$ cat src/hdl/tpoh_pkg.sv
//------------------------------------------------------------
// Path overhead insert constants
//------------------------------------------------------------
package tpoh_pkg;
	// Register indices, byte address is four times the index
	localparam logic [11:0] IDX_CTRL0 = 12'h983;
	localparam logic [11:0] IDX_J1_VALUE = 12'h993;
	localparam logic [11:0] IDX_TRACE_CTRL = 12'h9BB;
	localparam logic [11:0] IDX_LABEL_VALUE = 12'h9C0;
	localparam logic [11:0] IDX_STATUS = 12'h9F0;
	localparam int ADDR_W = 16;
	localparam int DATA_W = 32;

	// Control byte 0 fields
	localparam int C0_USER_CH = 7;
	localparam int C0_REI_LO = 5;
	localparam int C0_RDI_LO = 3;
	localparam int C0_LABEL_SRC = 2;
	localparam int C0_AIS = 0;
	localparam logic [7:0] C0_WR_MASK = 8'hFD;
	localparam logic [7:0] CTRL0_RST = 8'h00;

	// Trace control fields
	localparam int TC_LEN_LO = 2;
	localparam int TC_SRC_LO = 0;
	localparam logic [3:0] TRACE_CTRL_RST = 4'h0;
	localparam logic [7:0] LABEL_RST = 8'h00;
	localparam logic [7:0] J1_VALUE_RST = 8'h00;

	// Trace source encodings
	localparam logic [1:0] TSRC_ZERO = 2'h0;
	localparam logic [1:0] TSRC_BUFFER = 2'h1;
	localparam logic [1:0] TSRC_REG = 2'h2;
	localparam logic [1:0] TSRC_SERIAL = 2'h3;

	// Serial link timing
	localparam int PCLK_PERIOD_NS = 50;
	localparam int SER_PERIOD_NS = 400;
	localparam int SER_DIV = SER_PERIOD_NS / PCLK_PERIOD_NS;
	localparam int SER_HALF = SER_DIV / 2;
	localparam int POH_BYTES = 9;
	localparam int WIN_PERIODS = POH_BYTES * 8;
	localparam int FRAME_PERIODS = 312;
	// Capture slots: J1 bits in periods 1..8, C2 after a 16 period wait
	localparam int J1_LAST_PER = 8;
	localparam int C2_WAIT = 16;
	localparam int C2_LAST_PER = C2_WAIT + 8;

	// FIFO word: tag above the byte
	localparam int FIFO_W = 9;
	localparam int FIFO_DEPTH = 4;
	localparam logic TAG_J1 = 1'b0;
	localparam logic TAG_C2 = 1'b1;
endpackage : tpoh_pkg

$ cat src/hdl/tpoh_fifo.sv
`timescale 1ns/1ns
//------------------------------------------------------------
// Small FIFO with registered read data
//------------------------------------------------------------
module tpoh_fifo #(
	parameter int WIDTH = 9,
	parameter int DEPTH = 4
) (
	// Clock and reset
	input wire logic pclk,
	input wire logic presetn,
	// Fill side
	input wire logic in_valid,
	output logic in_ready,
	input wire logic [WIDTH-1:0] in_data,
	// Drain side
	output logic out_valid,
	input wire logic out_ready,
	output logic [WIDTH-1:0] out_data
);
	localparam int AW = $clog2(DEPTH);
	localparam logic [AW:0] DEPTH_C = (AW+1)'(DEPTH);

	logic [WIDTH-1:0] mem_reg [DEPTH];
	logic [AW-1:0] wr_ptr_reg;
	logic [AW-1:0] rd_ptr_reg;
	logic [AW-1:0] rd_ptr_next;
	logic [AW:0] count_reg;
	logic push;
	logic pop;

	// Handshakes; full refuses, empty never pops
	assign in_ready = (count_reg != DEPTH_C);
	assign out_valid = (count_reg != '0);
	assign push = in_valid && in_ready;
	assign pop = out_valid && out_ready;
	assign rd_ptr_next = pop ? rd_ptr_reg + 1'b1 : rd_ptr_reg;

	// Storage
	always_ff @(posedge pclk) begin
		if (push) begin
			mem_reg[wr_ptr_reg] <= in_data;
		end
	end

	// Pointers and fill level
	always_ff @(posedge pclk or negedge presetn) begin
		if (!presetn) begin
			wr_ptr_reg <= '0;
			rd_ptr_reg <= '0;
			count_reg <= '0;
		end else begin
			if (push) begin
				wr_ptr_reg <= wr_ptr_reg + 1'b1;
			end
			rd_ptr_reg <= rd_ptr_next;
			if (push && !pop) begin
				count_reg <= count_reg + 1'b1;
			end else if (pop && !push) begin
				count_reg <= count_reg - 1'b1;
			end
		end
	end

	// Head word register; bypass when the head slot is written now
	always_ff @(posedge pclk or negedge presetn) begin
		if (!presetn) begin
			out_data <= '0;
		end else if (push && wr_ptr_reg == rd_ptr_next) begin
			out_data <= in_data;
		end else begin
			out_data <= mem_reg[rd_ptr_next];
		end
	end
endmodule : tpoh_fifo

$ cat src/hdl/tpoh_insert.sv
// Local design decisions: the register offsets and the APB interface to the registers.
`timescale 1ns/1ns
//------------------------------------------------------------
// Transmit path overhead J1 / C2 source selection and serial port
//------------------------------------------------------------
// Behaviour
// - Trace source 11 selects serial J1
// - Serial J1 byte fills every outbound J1
// - Capture each bit at following rising edge
// - Label source 0 sends label register
// - Label register eight bits, read/write, zero reset
// - Label source 1 sends serial C2
// - Control byte 0 field layout, zero reset
// - Trace control: 7:4 zero, length, source
// - Source 00 zero, 01 buffer, 10 register
module tpoh_insert #(
	parameter int FRAME_PERIODS = tpoh_pkg::FRAME_PERIODS,
	parameter int FIFO_DEPTH = tpoh_pkg::FIFO_DEPTH
) (
	// Clock and reset
	input wire logic pclk,
	input wire logic presetn,
	// APB slave
	input wire logic psel,
	input wire logic penable,
	input wire logic pwrite,
	input wire logic [tpoh_pkg::ADDR_W-1:0] paddr,
	input wire logic [tpoh_pkg::DATA_W-1:0] pwdata,
	output logic [tpoh_pkg::DATA_W-1:0] prdata,
	output logic pready,
	output logic pslverr,
	// Serial overhead port
	output logic poh_serial_clk,
	output logic poh_insert_window,
	output logic poh_frame_mark,
	input wire logic poh_serial_in,
	// Outbound SPE overhead
	input wire logic poh_take,
	input wire logic [7:0] trace_msg_byte,
	output logic [7:0] tx_j1_byte,
	output logic [7:0] tx_c2_byte,
	output logic [7:0] ctrl0_out,
	output logic [1:0] trace_length_select
);
	localparam logic [8:0] FRAME_LAST = 9'(FRAME_PERIODS - 1);
	localparam logic [8:0] WIN_END = 9'(tpoh_pkg::WIN_PERIODS);
	localparam logic [8:0] J1_LAST = 9'(tpoh_pkg::J1_LAST_PER);
	localparam logic [8:0] C2_LAST = 9'(tpoh_pkg::C2_LAST_PER);
	localparam logic [2:0] DIV_LAST = 3'(tpoh_pkg::SER_DIV - 1);
	localparam logic [2:0] HALF_LAST = 3'(tpoh_pkg::SER_HALF - 1);

	logic [7:0] ctrl0_reg;
	logic [3:0] trace_ctrl_reg;
	logic [7:0] label_value_reg;
	logic [7:0] j1_value_reg;
	logic [1:0] trace_source_select;
	logic signal_label_source;
	logic [2:0] div_cnt_reg;
	logic rise_evt;
	logic fall_evt;
	logic [8:0] per_cnt_reg;
	logic [8:0] per_cnt_next;
	logic in_meta_reg;
	logic in_sync_reg;
	logic [6:0] shift_reg;
	logic push_j1;
	logic push_c2;
	logic fifo_in_valid;
	logic fifo_in_ready;
	logic [tpoh_pkg::FIFO_W-1:0] fifo_in_data;
	logic fifo_out_valid;
	logic [tpoh_pkg::FIFO_W-1:0] fifo_out_data;
	logic pop;
	logic [7:0] j1_serial_reg;
	logic [7:0] c2_serial_reg;
	logic [7:0] overrun_reg;
	logic [11:0] reg_index;
	logic addr_ok;
	logic access;
	logic wr_commit;
	logic [tpoh_pkg::DATA_W-1:0] rd_mux;
	logic rd_hit;

	assign trace_source_select = trace_ctrl_reg[tpoh_pkg::TC_SRC_LO +: 2];
	assign signal_label_source = ctrl0_reg[tpoh_pkg::C0_LABEL_SRC];

	//------------------------------------------------------------
	// APB decode
	//------------------------------------------------------------
	// Two cycle access: pready is raised one cycle into the access phase
	assign reg_index = paddr[13:2];
	assign addr_ok = (paddr[1:0] == 2'h0) && (paddr[15:14] == 2'h0);
	assign access = psel && penable;
	assign wr_commit = access && pready && pwrite && !pslverr;

	// Read mux, unused bits read zero
	always_comb begin
		rd_mux = '0;
		rd_hit = addr_ok;
		unique case (reg_index)
			tpoh_pkg::IDX_CTRL0: rd_mux[7:0] = ctrl0_reg;
			tpoh_pkg::IDX_J1_VALUE: rd_mux[7:0] = j1_value_reg;
			tpoh_pkg::IDX_TRACE_CTRL: rd_mux[3:0] = trace_ctrl_reg;
			tpoh_pkg::IDX_LABEL_VALUE: rd_mux[7:0] = label_value_reg;
			tpoh_pkg::IDX_STATUS: rd_mux[24:0] = {fifo_out_valid,
				overrun_reg, c2_serial_reg, j1_serial_reg};
			default: rd_hit = 1'b0;
		endcase
	end

	// Answer registers; read data are held until the next answer
	always_ff @(posedge pclk or negedge presetn) begin
		if (!presetn) begin
			pready <= 1'b0;
			pslverr <= 1'b0;
			prdata <= '0;
		end else if (access && !pready) begin
			pready <= 1'b1;
			pslverr <= !rd_hit;
			prdata <= (!pwrite && rd_hit) ? rd_mux : '0;
		end else begin
			pready <= 1'b0;
			pslverr <= 1'b0;
		end
	end

	// Software registers, written at the completing edge
	always_ff @(posedge pclk or negedge presetn) begin
		if (!presetn) begin
			ctrl0_reg <= tpoh_pkg::CTRL0_RST;
			trace_ctrl_reg <= tpoh_pkg::TRACE_CTRL_RST;
			label_value_reg <= tpoh_pkg::LABEL_RST;
			j1_value_reg <= tpoh_pkg::J1_VALUE_RST;
		end else if (wr_commit) begin
			unique case (reg_index)
				tpoh_pkg::IDX_CTRL0: ctrl0_reg <= pwdata[7:0] &
					tpoh_pkg::C0_WR_MASK;
				tpoh_pkg::IDX_TRACE_CTRL: trace_ctrl_reg <= pwdata[3:0];
				tpoh_pkg::IDX_LABEL_VALUE: label_value_reg <= pwdata[7:0];
				tpoh_pkg::IDX_J1_VALUE: j1_value_reg <= pwdata[7:0];
				default: ;
			endcase
		end
	end

	//------------------------------------------------------------
	// Serial clock, window and frame mark
	//------------------------------------------------------------
	assign rise_evt = (div_cnt_reg == DIV_LAST);
	assign fall_evt = (div_cnt_reg == HALF_LAST);
	assign per_cnt_next = (per_cnt_reg == FRAME_LAST) ? 9'h000 :
		per_cnt_reg + 9'h001;

	// Divider; the clock output itself is a flop for clean edges
	always_ff @(posedge pclk or negedge presetn) begin
		if (!presetn) begin
			div_cnt_reg <= 3'h0;
			poh_serial_clk <= 1'b0;
		end else begin
			div_cnt_reg <= rise_evt ? 3'h0 : div_cnt_reg + 3'h1;
			if (rise_evt) begin
				poh_serial_clk <= 1'b1;
			end else if (fall_evt) begin
				poh_serial_clk <= 1'b0;
			end
		end
	end

	// Window and mark change on falling edges so the partner sees
	// them settled at its rising sample point
	always_ff @(posedge pclk or negedge presetn) begin
		if (!presetn) begin
			per_cnt_reg <= FRAME_LAST;
			poh_insert_window <= 1'b0;
			poh_frame_mark <= 1'b0;
		end else if (fall_evt) begin
			per_cnt_reg <= per_cnt_next;
			poh_insert_window <= (per_cnt_next < WIN_END);
			poh_frame_mark <= (per_cnt_next == 9'h000);
		end
	end

	//------------------------------------------------------------
	// Serial capture
	//------------------------------------------------------------
	// Pin synchroniser; the bit is stable half a period before the rise
	always_ff @(posedge pclk or negedge presetn) begin
		if (!presetn) begin
			in_meta_reg <= 1'b0;
			in_sync_reg <= 1'b0;
		end else begin
			in_meta_reg <= poh_serial_in;
			in_sync_reg <= in_meta_reg;
		end
	end

	// MSB first shift at each rising edge
	always_ff @(posedge pclk or negedge presetn) begin
		if (!presetn) begin
			shift_reg <= 7'h00;
		end else if (rise_evt) begin
			shift_reg <= {shift_reg[5:0], in_sync_reg};
		end
	end

	// Whole bytes go to the FIFO only for the serial sources
	assign push_j1 = rise_evt && (per_cnt_reg == J1_LAST) &&
		(trace_source_select == tpoh_pkg::TSRC_SERIAL);
	assign push_c2 = rise_evt && (per_cnt_reg == C2_LAST) &&
		signal_label_source;
	assign fifo_in_valid = push_j1 || push_c2;
	assign fifo_in_data = {push_c2, shift_reg, in_sync_reg};

	// Count bytes lost because the drain side stalled
	always_ff @(posedge pclk or negedge presetn) begin
		if (!presetn) begin
			overrun_reg <= 8'h00;
		end else if (fifo_in_valid && !fifo_in_ready &&
			overrun_reg != 8'hFF) begin
			overrun_reg <= overrun_reg + 8'h01;
		end
	end

	tpoh_fifo #(
		.WIDTH(tpoh_pkg::FIFO_W),
		.DEPTH(FIFO_DEPTH)
	) u_fifo (
		.pclk(pclk),
		.presetn(presetn),
		.in_valid(fifo_in_valid),
		.in_ready(fifo_in_ready),
		.in_data(fifo_in_data),
		.out_valid(fifo_out_valid),
		.out_ready(poh_take),
		.out_data(fifo_out_data)
	);

	//------------------------------------------------------------
	// Outbound overhead bytes
	//------------------------------------------------------------
	assign pop = fifo_out_valid && poh_take;

	// Serial bytes are taken at the SPE overhead strobe
	always_ff @(posedge pclk or negedge presetn) begin
		if (!presetn) begin
			j1_serial_reg <= 8'h00;
			c2_serial_reg <= 8'h00;
		end else if (pop) begin
			if (fifo_out_data[8] == tpoh_pkg::TAG_J1) begin
				j1_serial_reg <= fifo_out_data[7:0];
			end else begin
				c2_serial_reg <= fifo_out_data[7:0];
			end
		end
	end

	// J1 source selection
	always_ff @(posedge pclk or negedge presetn) begin
		if (!presetn) begin
			tx_j1_byte <= 8'h00;
		end else begin
			unique case (trace_source_select)
				tpoh_pkg::TSRC_ZERO: tx_j1_byte <= 8'h00;
				tpoh_pkg::TSRC_BUFFER: tx_j1_byte <= trace_msg_byte;
				tpoh_pkg::TSRC_REG: tx_j1_byte <= j1_value_reg;
				tpoh_pkg::TSRC_SERIAL: tx_j1_byte <= j1_serial_reg;
			endcase
		end
	end

	// C2 source selection
	always_ff @(posedge pclk or negedge presetn) begin
		if (!presetn) begin
			tx_c2_byte <= 8'h00;
		end else if (signal_label_source) begin
			tx_c2_byte <= c2_serial_reg;
		end else begin
			tx_c2_byte <= label_value_reg;
		end
	end

	// Control fields out to the rest of the overhead logic
	always_ff @(posedge pclk or negedge presetn) begin
		if (!presetn) begin
			ctrl0_out <= tpoh_pkg::CTRL0_RST;
			trace_length_select <= 2'h0;
		end else begin
			ctrl0_out <= ctrl0_reg;
			trace_length_select <= trace_ctrl_reg[tpoh_pkg::TC_LEN_LO +: 2];
		end
	end
endmodule : tpoh_insert

$ cat config.mk
export PLATFORM = sky130hd
export DESIGN_NAME = tpoh_insert
export DESIGN_NICKNAME = d
export VERILOG_FILES = /design/src/hdl/tpoh_pkg.sv /design/src/hdl/tpoh_fifo.sv /design/src/hdl/tpoh_insert.sv
export SDC_FILE = /design/constraint.sdc
export NUM_CORES = 1
export LEC_CHECK = 0
export BUFFER_PORTS_ARGS = -buffer_cell sky130_fd_sc_hd__buf_2
export CORE_ASPECT_RATIO = 2
export CORE_UTILIZATION = 56
export CTS_BUF_LIST = sky130_fd_sc_hd__clkbuf_8
export DETAILED_ROUTE_END_ITERATION = 10
export PLACE_DENSITY = 0.79
export SETUP_SLACK_MARGIN = 0.4
export SLEW_MARGIN = 20
export SYNTH_ARGS = -nofsm -noshare
export SYNTH_HDL_FRONTEND = slang
export SYNTH_HIERARCHICAL = 1
export SYNTH_SLANG_ARGS = --single-unit
$ cat constraint.sdc
create_clock -name pclk -period 3.7 [get_ports pclk]
set_input_delay 0.37 -clock pclk [delete_from_list [all_inputs] [get_ports pclk]]
set_output_delay 0.37 -clock pclk [all_outputs]
set_load 0.01 [all_outputs]
==> run metrics, run 1 <==
Final Cycle Share 81.9%; total number of vias 5,122; Pwr Density 362 nW/um^2; routed len/inst 19.0 um; sequential area share after synthesis 57.2%; crit start category flip-flop; number of synthesized flops with an enable pin 36; clock transition at the registers of the reported paths 0.10 ns; final hold vios 0; FP Rows 62; synth warn 6; multi-input combinational cell area roughly 3200 um^2; total CTS buffers 17; Die X 87.4 um; Clock Tree Root clkbuf_8; HP Class in -> reg; gpl congestion 0.887; Worst slew margin 29.0%; final WL 16,800 um; max reg flops 36; most frequent cells in the layout dfrtp_1 (136), buf_2 (92), mux2_2 (68); Syn Area/Cell 13.9 um^2; worst vdd ir 0.217 mV; asr flop ratio synth 79.9%; GR Util All Layers 24.1%; die extent in y 173 um; IO buf count 93; RSZ-0062 raised after global routing no; commonest non-fill, non-tap cell in the layout dfrtp_1; Pre-Repair DR Iteration Count 7; Top Ports 126; share of layout cells above drive strength 1 33.9%; Clock Latency Late Sink ~0.45 ns; #FFs+latches synth 179; routed vias/inst 5.80; largest net degree at the start of global routing 88; Nets 753; Required @ worst endpoint 4.08 ns; first-pass GRT wire length 27,400 um; TritonCTS clock tree built; initial core utilization between 50% and 60%; Mapped Cells 587; DRC viols 0; Worst EP arrival 3.40 ns; Congestion Overflow GR 0; FILL cells ~1,100; vias in the first global route 5,627; max-slew violations 0; # clock sinks 179; initial antenna violation count 1; Mapped Area 8160 um^2; Final min period 3.03 ns; Leak roughly 0.0042 uW; status complete, no violations; Top FF cell, synth dfrtp_1; skew final 0.0103 ns; post-layout util 63.7%; post-synth cell types 68; Area Growth Syn to Fin 11.4%; DRT antenna net count 0; half-perimeter wire length after placement 12,300 um; max cap viols 0; Sequential Area 4670 um^2; CP max FO 10; H-tree Lvls 4; Max Clk Rate ~330 MHz; Worst-Margin Slew 1.06 ns; final setup fails 0; maximum buffer depth of the clock tree 2; setup_tns 0 ns; core area around 14,000 um^2; Crit. End Element flip-flop; kind of critical path reg -> reg; DRT iter0 DRCs 239; Die Footprint 15,100 um^2
-- per-layer routing --
| metal | global-route usage [%] | part of all wire [%] |
|---|---|---|
| met1 | 23.4 | 34 |
| met4 | 15.4 | 5.2 |
| met3 | 5.20 | 3.6 |
| met5 | 0 | 0 |
| met2 | 44.0 | 57 |
-- stage by stage --
step	cell area [um^2]	power (uW)	hold slack (ns)	cells	setup slack (ns)
final	9090	3300	0.184	883	0.672
after global routing	9090	3420	0.158	883	0.503
after CTS	9090	3330	0.156	882	0.555
after detailed placement	8730	2160	0.335	848	0.602
after global placement	8730	2160	0.335	848	0.767
after floorplan	8190	2100	0.0744	594	1.06
-- kinds of logic (layout without fill, tap and decap cells) --
kind of cell	Yosys count	count (layout)	share of synthesized area [%]
DFF	179	179	57.2
other	1	9	0.0459
xor gates and xnor gates	21	21	2.25
and+or+nand+nor	102	102	8.26
AOI/OAI and AO/OA	80	80	7.73
adders and majority gates	13	13	2.08
muxes	131	131	18.7
buffers and inverters	60	156	3.76
-- cells in the mapped netlist, drive strengths merged, types with 2 or more instances --
cell type  instances  area share (%)
a21oi              4            0.25
a22oi              5            0.46
o211ai             2            0.18
a221oi             2            0.21
nand4bb            2            0.48
nor3              11             1.3
a31oi              2            0.15
and3              10            0.81
mux2              69             9.5
nor2b              2            0.15
dfstp              6             1.9
xor2               7            0.75
nor2              13            0.60
nand3b             3            0.28
and4bb             3            0.46
o21ai             17             1.0
nand2             23             1.1
a22o              30             3.2
o2bb2ai            4            0.43
or3                3            0.29
mux4               9             2.7
and2               4            0.32
inv               22             1.0
nor4               5            0.38
edfxtp            36              13
buf               26             2.2
nor4b              3            0.51
mux2i             53             6.5
nand3              7            0.43
dfrtp            137              42
xnor2             14             1.5
nand4              8            0.61
ha                12             1.8
o31ai              2            0.18
a222oi             2            0.25
clkbuf            12            0.57
-- final cells by class --
class / instances / area share (%)
sequential: 179 / 51.3
multi-input combinational: 355 / 35.4
timing repair buffer: 102 / 5.98
tap: 192 / 2.64
clock buffer: 17 / 2.57
clock inverter: 15 / 1.17
inverter: 22 / 0.908
antenna: 1 / 0.0275
-- worst paths after layout --
path,from,end,slack [ns],depth (start not counted)
setup / recovery,div_cnt_reg[0],u_fifo/count_reg[2],0.67,12
hold / removal,pwdata[1],j1_value_reg[1],0.18,2
setup reg to reg,div_cnt_reg[0],u_fifo/count_reg[2],0.67,12
hold reg to reg,in_meta_reg,in_sync_reg,0.36,0
max in group asynchronous,presetn,prdata[15],2.25,3
min in group asynchronous,presetn,shift_reg[4],0.55,2
-- report_power, final --
| group | switching, uW | internal (uW) |
|---|---|---|
| Clock | 703 | 468 |
| Combinational | 70.1 | 33.7 |
| Sequential | 7.25 | 2010 |
-- worst max-delay path, cell delays in order (launching register included) --
cell      delay [ns]
dfrtp_1         0.39
ha_1            0.19
ha_2            0.33
and4bb_2        0.27
nand2_2         0.08
nor2_1          0.24
and2_1          0.29
ha_1            0.23
inv_1           0.07
fa_1            0.41
xor2_1          0.18
nor2_1          0.12
xor2_1          0.16
-- timing repair --
item | in CTS | in global routing
hold endpoints to repair | 48 | 0
hold buffers | 2 | 0
setup endpoints to repair | 0 | 1
resized for setup | 0 | 1
setup buffers | 0 | 0
(Power assumes the default switching activity.)
==> inputs of run 2 (changes only) <==
clock period = 2.9 ns   (was 3.7 ns; I/O delays follow)
==> run metrics, run 2 (synthesized netlist as in run 1, its figures left out) <==
Design Power 4260 uW; crit start category flip-flop; Clock Power Share 36.4%; Congestion Overflow GR 0; Pre-Repair DR Iteration Count 8; Final Cell Area 9210 um^2; initial antenna violation count 1; share of layout cells above drive strength 1 34.9%; first-pass GRT wire length 27,200 um; half-perimeter wire length after placement 12,400 um; dpl cell area 8780 um^2; GR Util All Layers a little under a quarter; Die Footprint 15,100 um^2; Sw Share 23.0%; Final Cycle Share 83.2%; Slowest Stage Delay on Critical Path 0.37 ns; FP Rows 62; commonest non-fill, non-tap cell in the layout dfrtp_1; DRC viols 1; total number of vias 5,176; largest net degree at the start of global routing 70; Top Ports around 130; Die X ~87 um; IO buf count 93; max-slew violations 0; Pwr Density between 400 and 500 nW/um^2; Required @ worst endpoint 3.28 ns; status complete, but fails checks; Min Hold Slack just under 0.1 ns; final setup fails 0; H-tree Lvls 4; Leak 0.00424 uW; Nets roughly 760; DRT iter0 DRCs 245; HP Start pwdata[6]; FILL cells ~1,100; worst vdd ir 0.304 mV; post-layout util 64.5%; TritonCTS clock tree built; skew final about 0.013 ns; max reg flops 36; routed len/inst between 15 and 20 um; failing checks DRC; final hold vios 0; Final min period about 2.4 ns; Crit-path slowest cell dfrtp_1; vias in the first global route 5,579; crit path from div_cnt_reg[0]; core area 14,300 um^2; final WL around 17,000 um; Internal about 3300 uW; Sequential Area 4670 um^2; # clock sinks 179; Worst path top cell family by delay adder cells; critical-path cell list ha_2, ha_2, and4bb_2, nand2_4, nor2_4, and2_4, ha_4, inv_1, fa_2, xor2_1, nor2_1, xor2_1; gpl congestion 0.916; Area Growth Syn to Fin 12.8%; Max Clk Rate 415 MHz; Worst EP arrival 2.79 ns; kind of critical path reg -> reg; Clock Latency Late Sink 0.46 ns; Clock Tree Root clkbuf_8; HP Class in -> reg; sum of buffers and inverters on the critical path 1; routed vias/inst 5.80; total CTS buffers 17; Worst-Margin Slew 1.05 ns; maximum buffer depth of the clock tree 2; DRT antenna net count 0; max cap viols 0; multi-input combinational cell area around 3200 um^2; NetSw 980 uW; setup_tns 0 ns; combinational share of power 3.1%; CP max FO 4; RSZ-0062 raised after global routing yes; Crit. End Element flip-flop; worst reg2reg path startpoint div_cnt_reg[0]; Worst slew margin 30.1%; die extent in y ~170 um; Reg power frac 60.5%; clock transition at the registers of the reported paths 0.09 ns; most frequent cells in the layout dfrtp_1 (136), buf_2 (92), mux2_2 (68); initial core utilization between 50 and 60%
-- run 2: cell count changes in the layout (fill, tap and decap cells not counted), sizes merged --
cell | previous run | this run
buf | 100 | 109
bufinv | 0 | 1
clkinv | 7 | 6
-- run 2: repair_timing --
item | 4_1_cts | 5_1_grt
pin swaps | 0 | 3
buffers inserted | 0 | 5
resized for setup | 3 | 3
hold endpoints to repair | 61 | 0
gates cloned | 0 | 0
hold buffers | 2 | 0
setup endpoints to repair | 2 | 3
-- run 2: area by class of cell --
class | instances | share of cell area [%]
Antenna cell | 1 | 0.0272
Tap cell | 192 | 2.61
Inverter | 22 | 0.897
Timing Repair Buffer | 111 | 6.64
Multi-Input combinational cell | 355 | 35.3
Sequential cell | 179 | 50.7
Clock inverter | 15 | 1.29
Clock buffer | 17 | 2.54
-- run 2: power groups by stage --
stage / combinational (uW) / clock, uW / sequential, uW
2_1_floorplan: 50.6 / 0 / 2630
3_3_place_gp: 128 / 0 / 2630
3_5_place_dp: 134 / 0 / 2630
4_1_cts: 136 / 1590 / 2580
5_1_grt: 149 / 1680 / 2580
6_report: 134 / 1550 / 2580
-- run 2: per-layer routing --
metal	up-vias	global-route usage, %	part of all wire (%)
met3	70	3.82	2.8
met5	-	0	0
met4	0	15.2	5.6
met1	2599	23.8	35
met2	154	44.0	57
li1	2353	-	-
-- run 2: worst paths after layout --
path	slack, ns	to	cells after the start
worst max-delay path	0.49	u_fifo/count_reg[2]	12
worst min-delay path	0.1	label_value_reg[6]	2
worst max register to register	0.49	u_fifo/count_reg[2]	12
worst min register to register	0.36	in_sync_reg	0
max in group asynchronous	1.68	prdata[24]	3
min in group asynchronous	0.40	shift_reg[6]	2
-- run 2: through the flow --
step | instances | setup WS [ns]
after CTS | 886 | 0.416
final | 892 | 0.488
after detailed placement | 852 | 0.295
after floorplan | 594 | 0.401
after global placement | 852 | 0.372
after global routing | 892 | 0.333
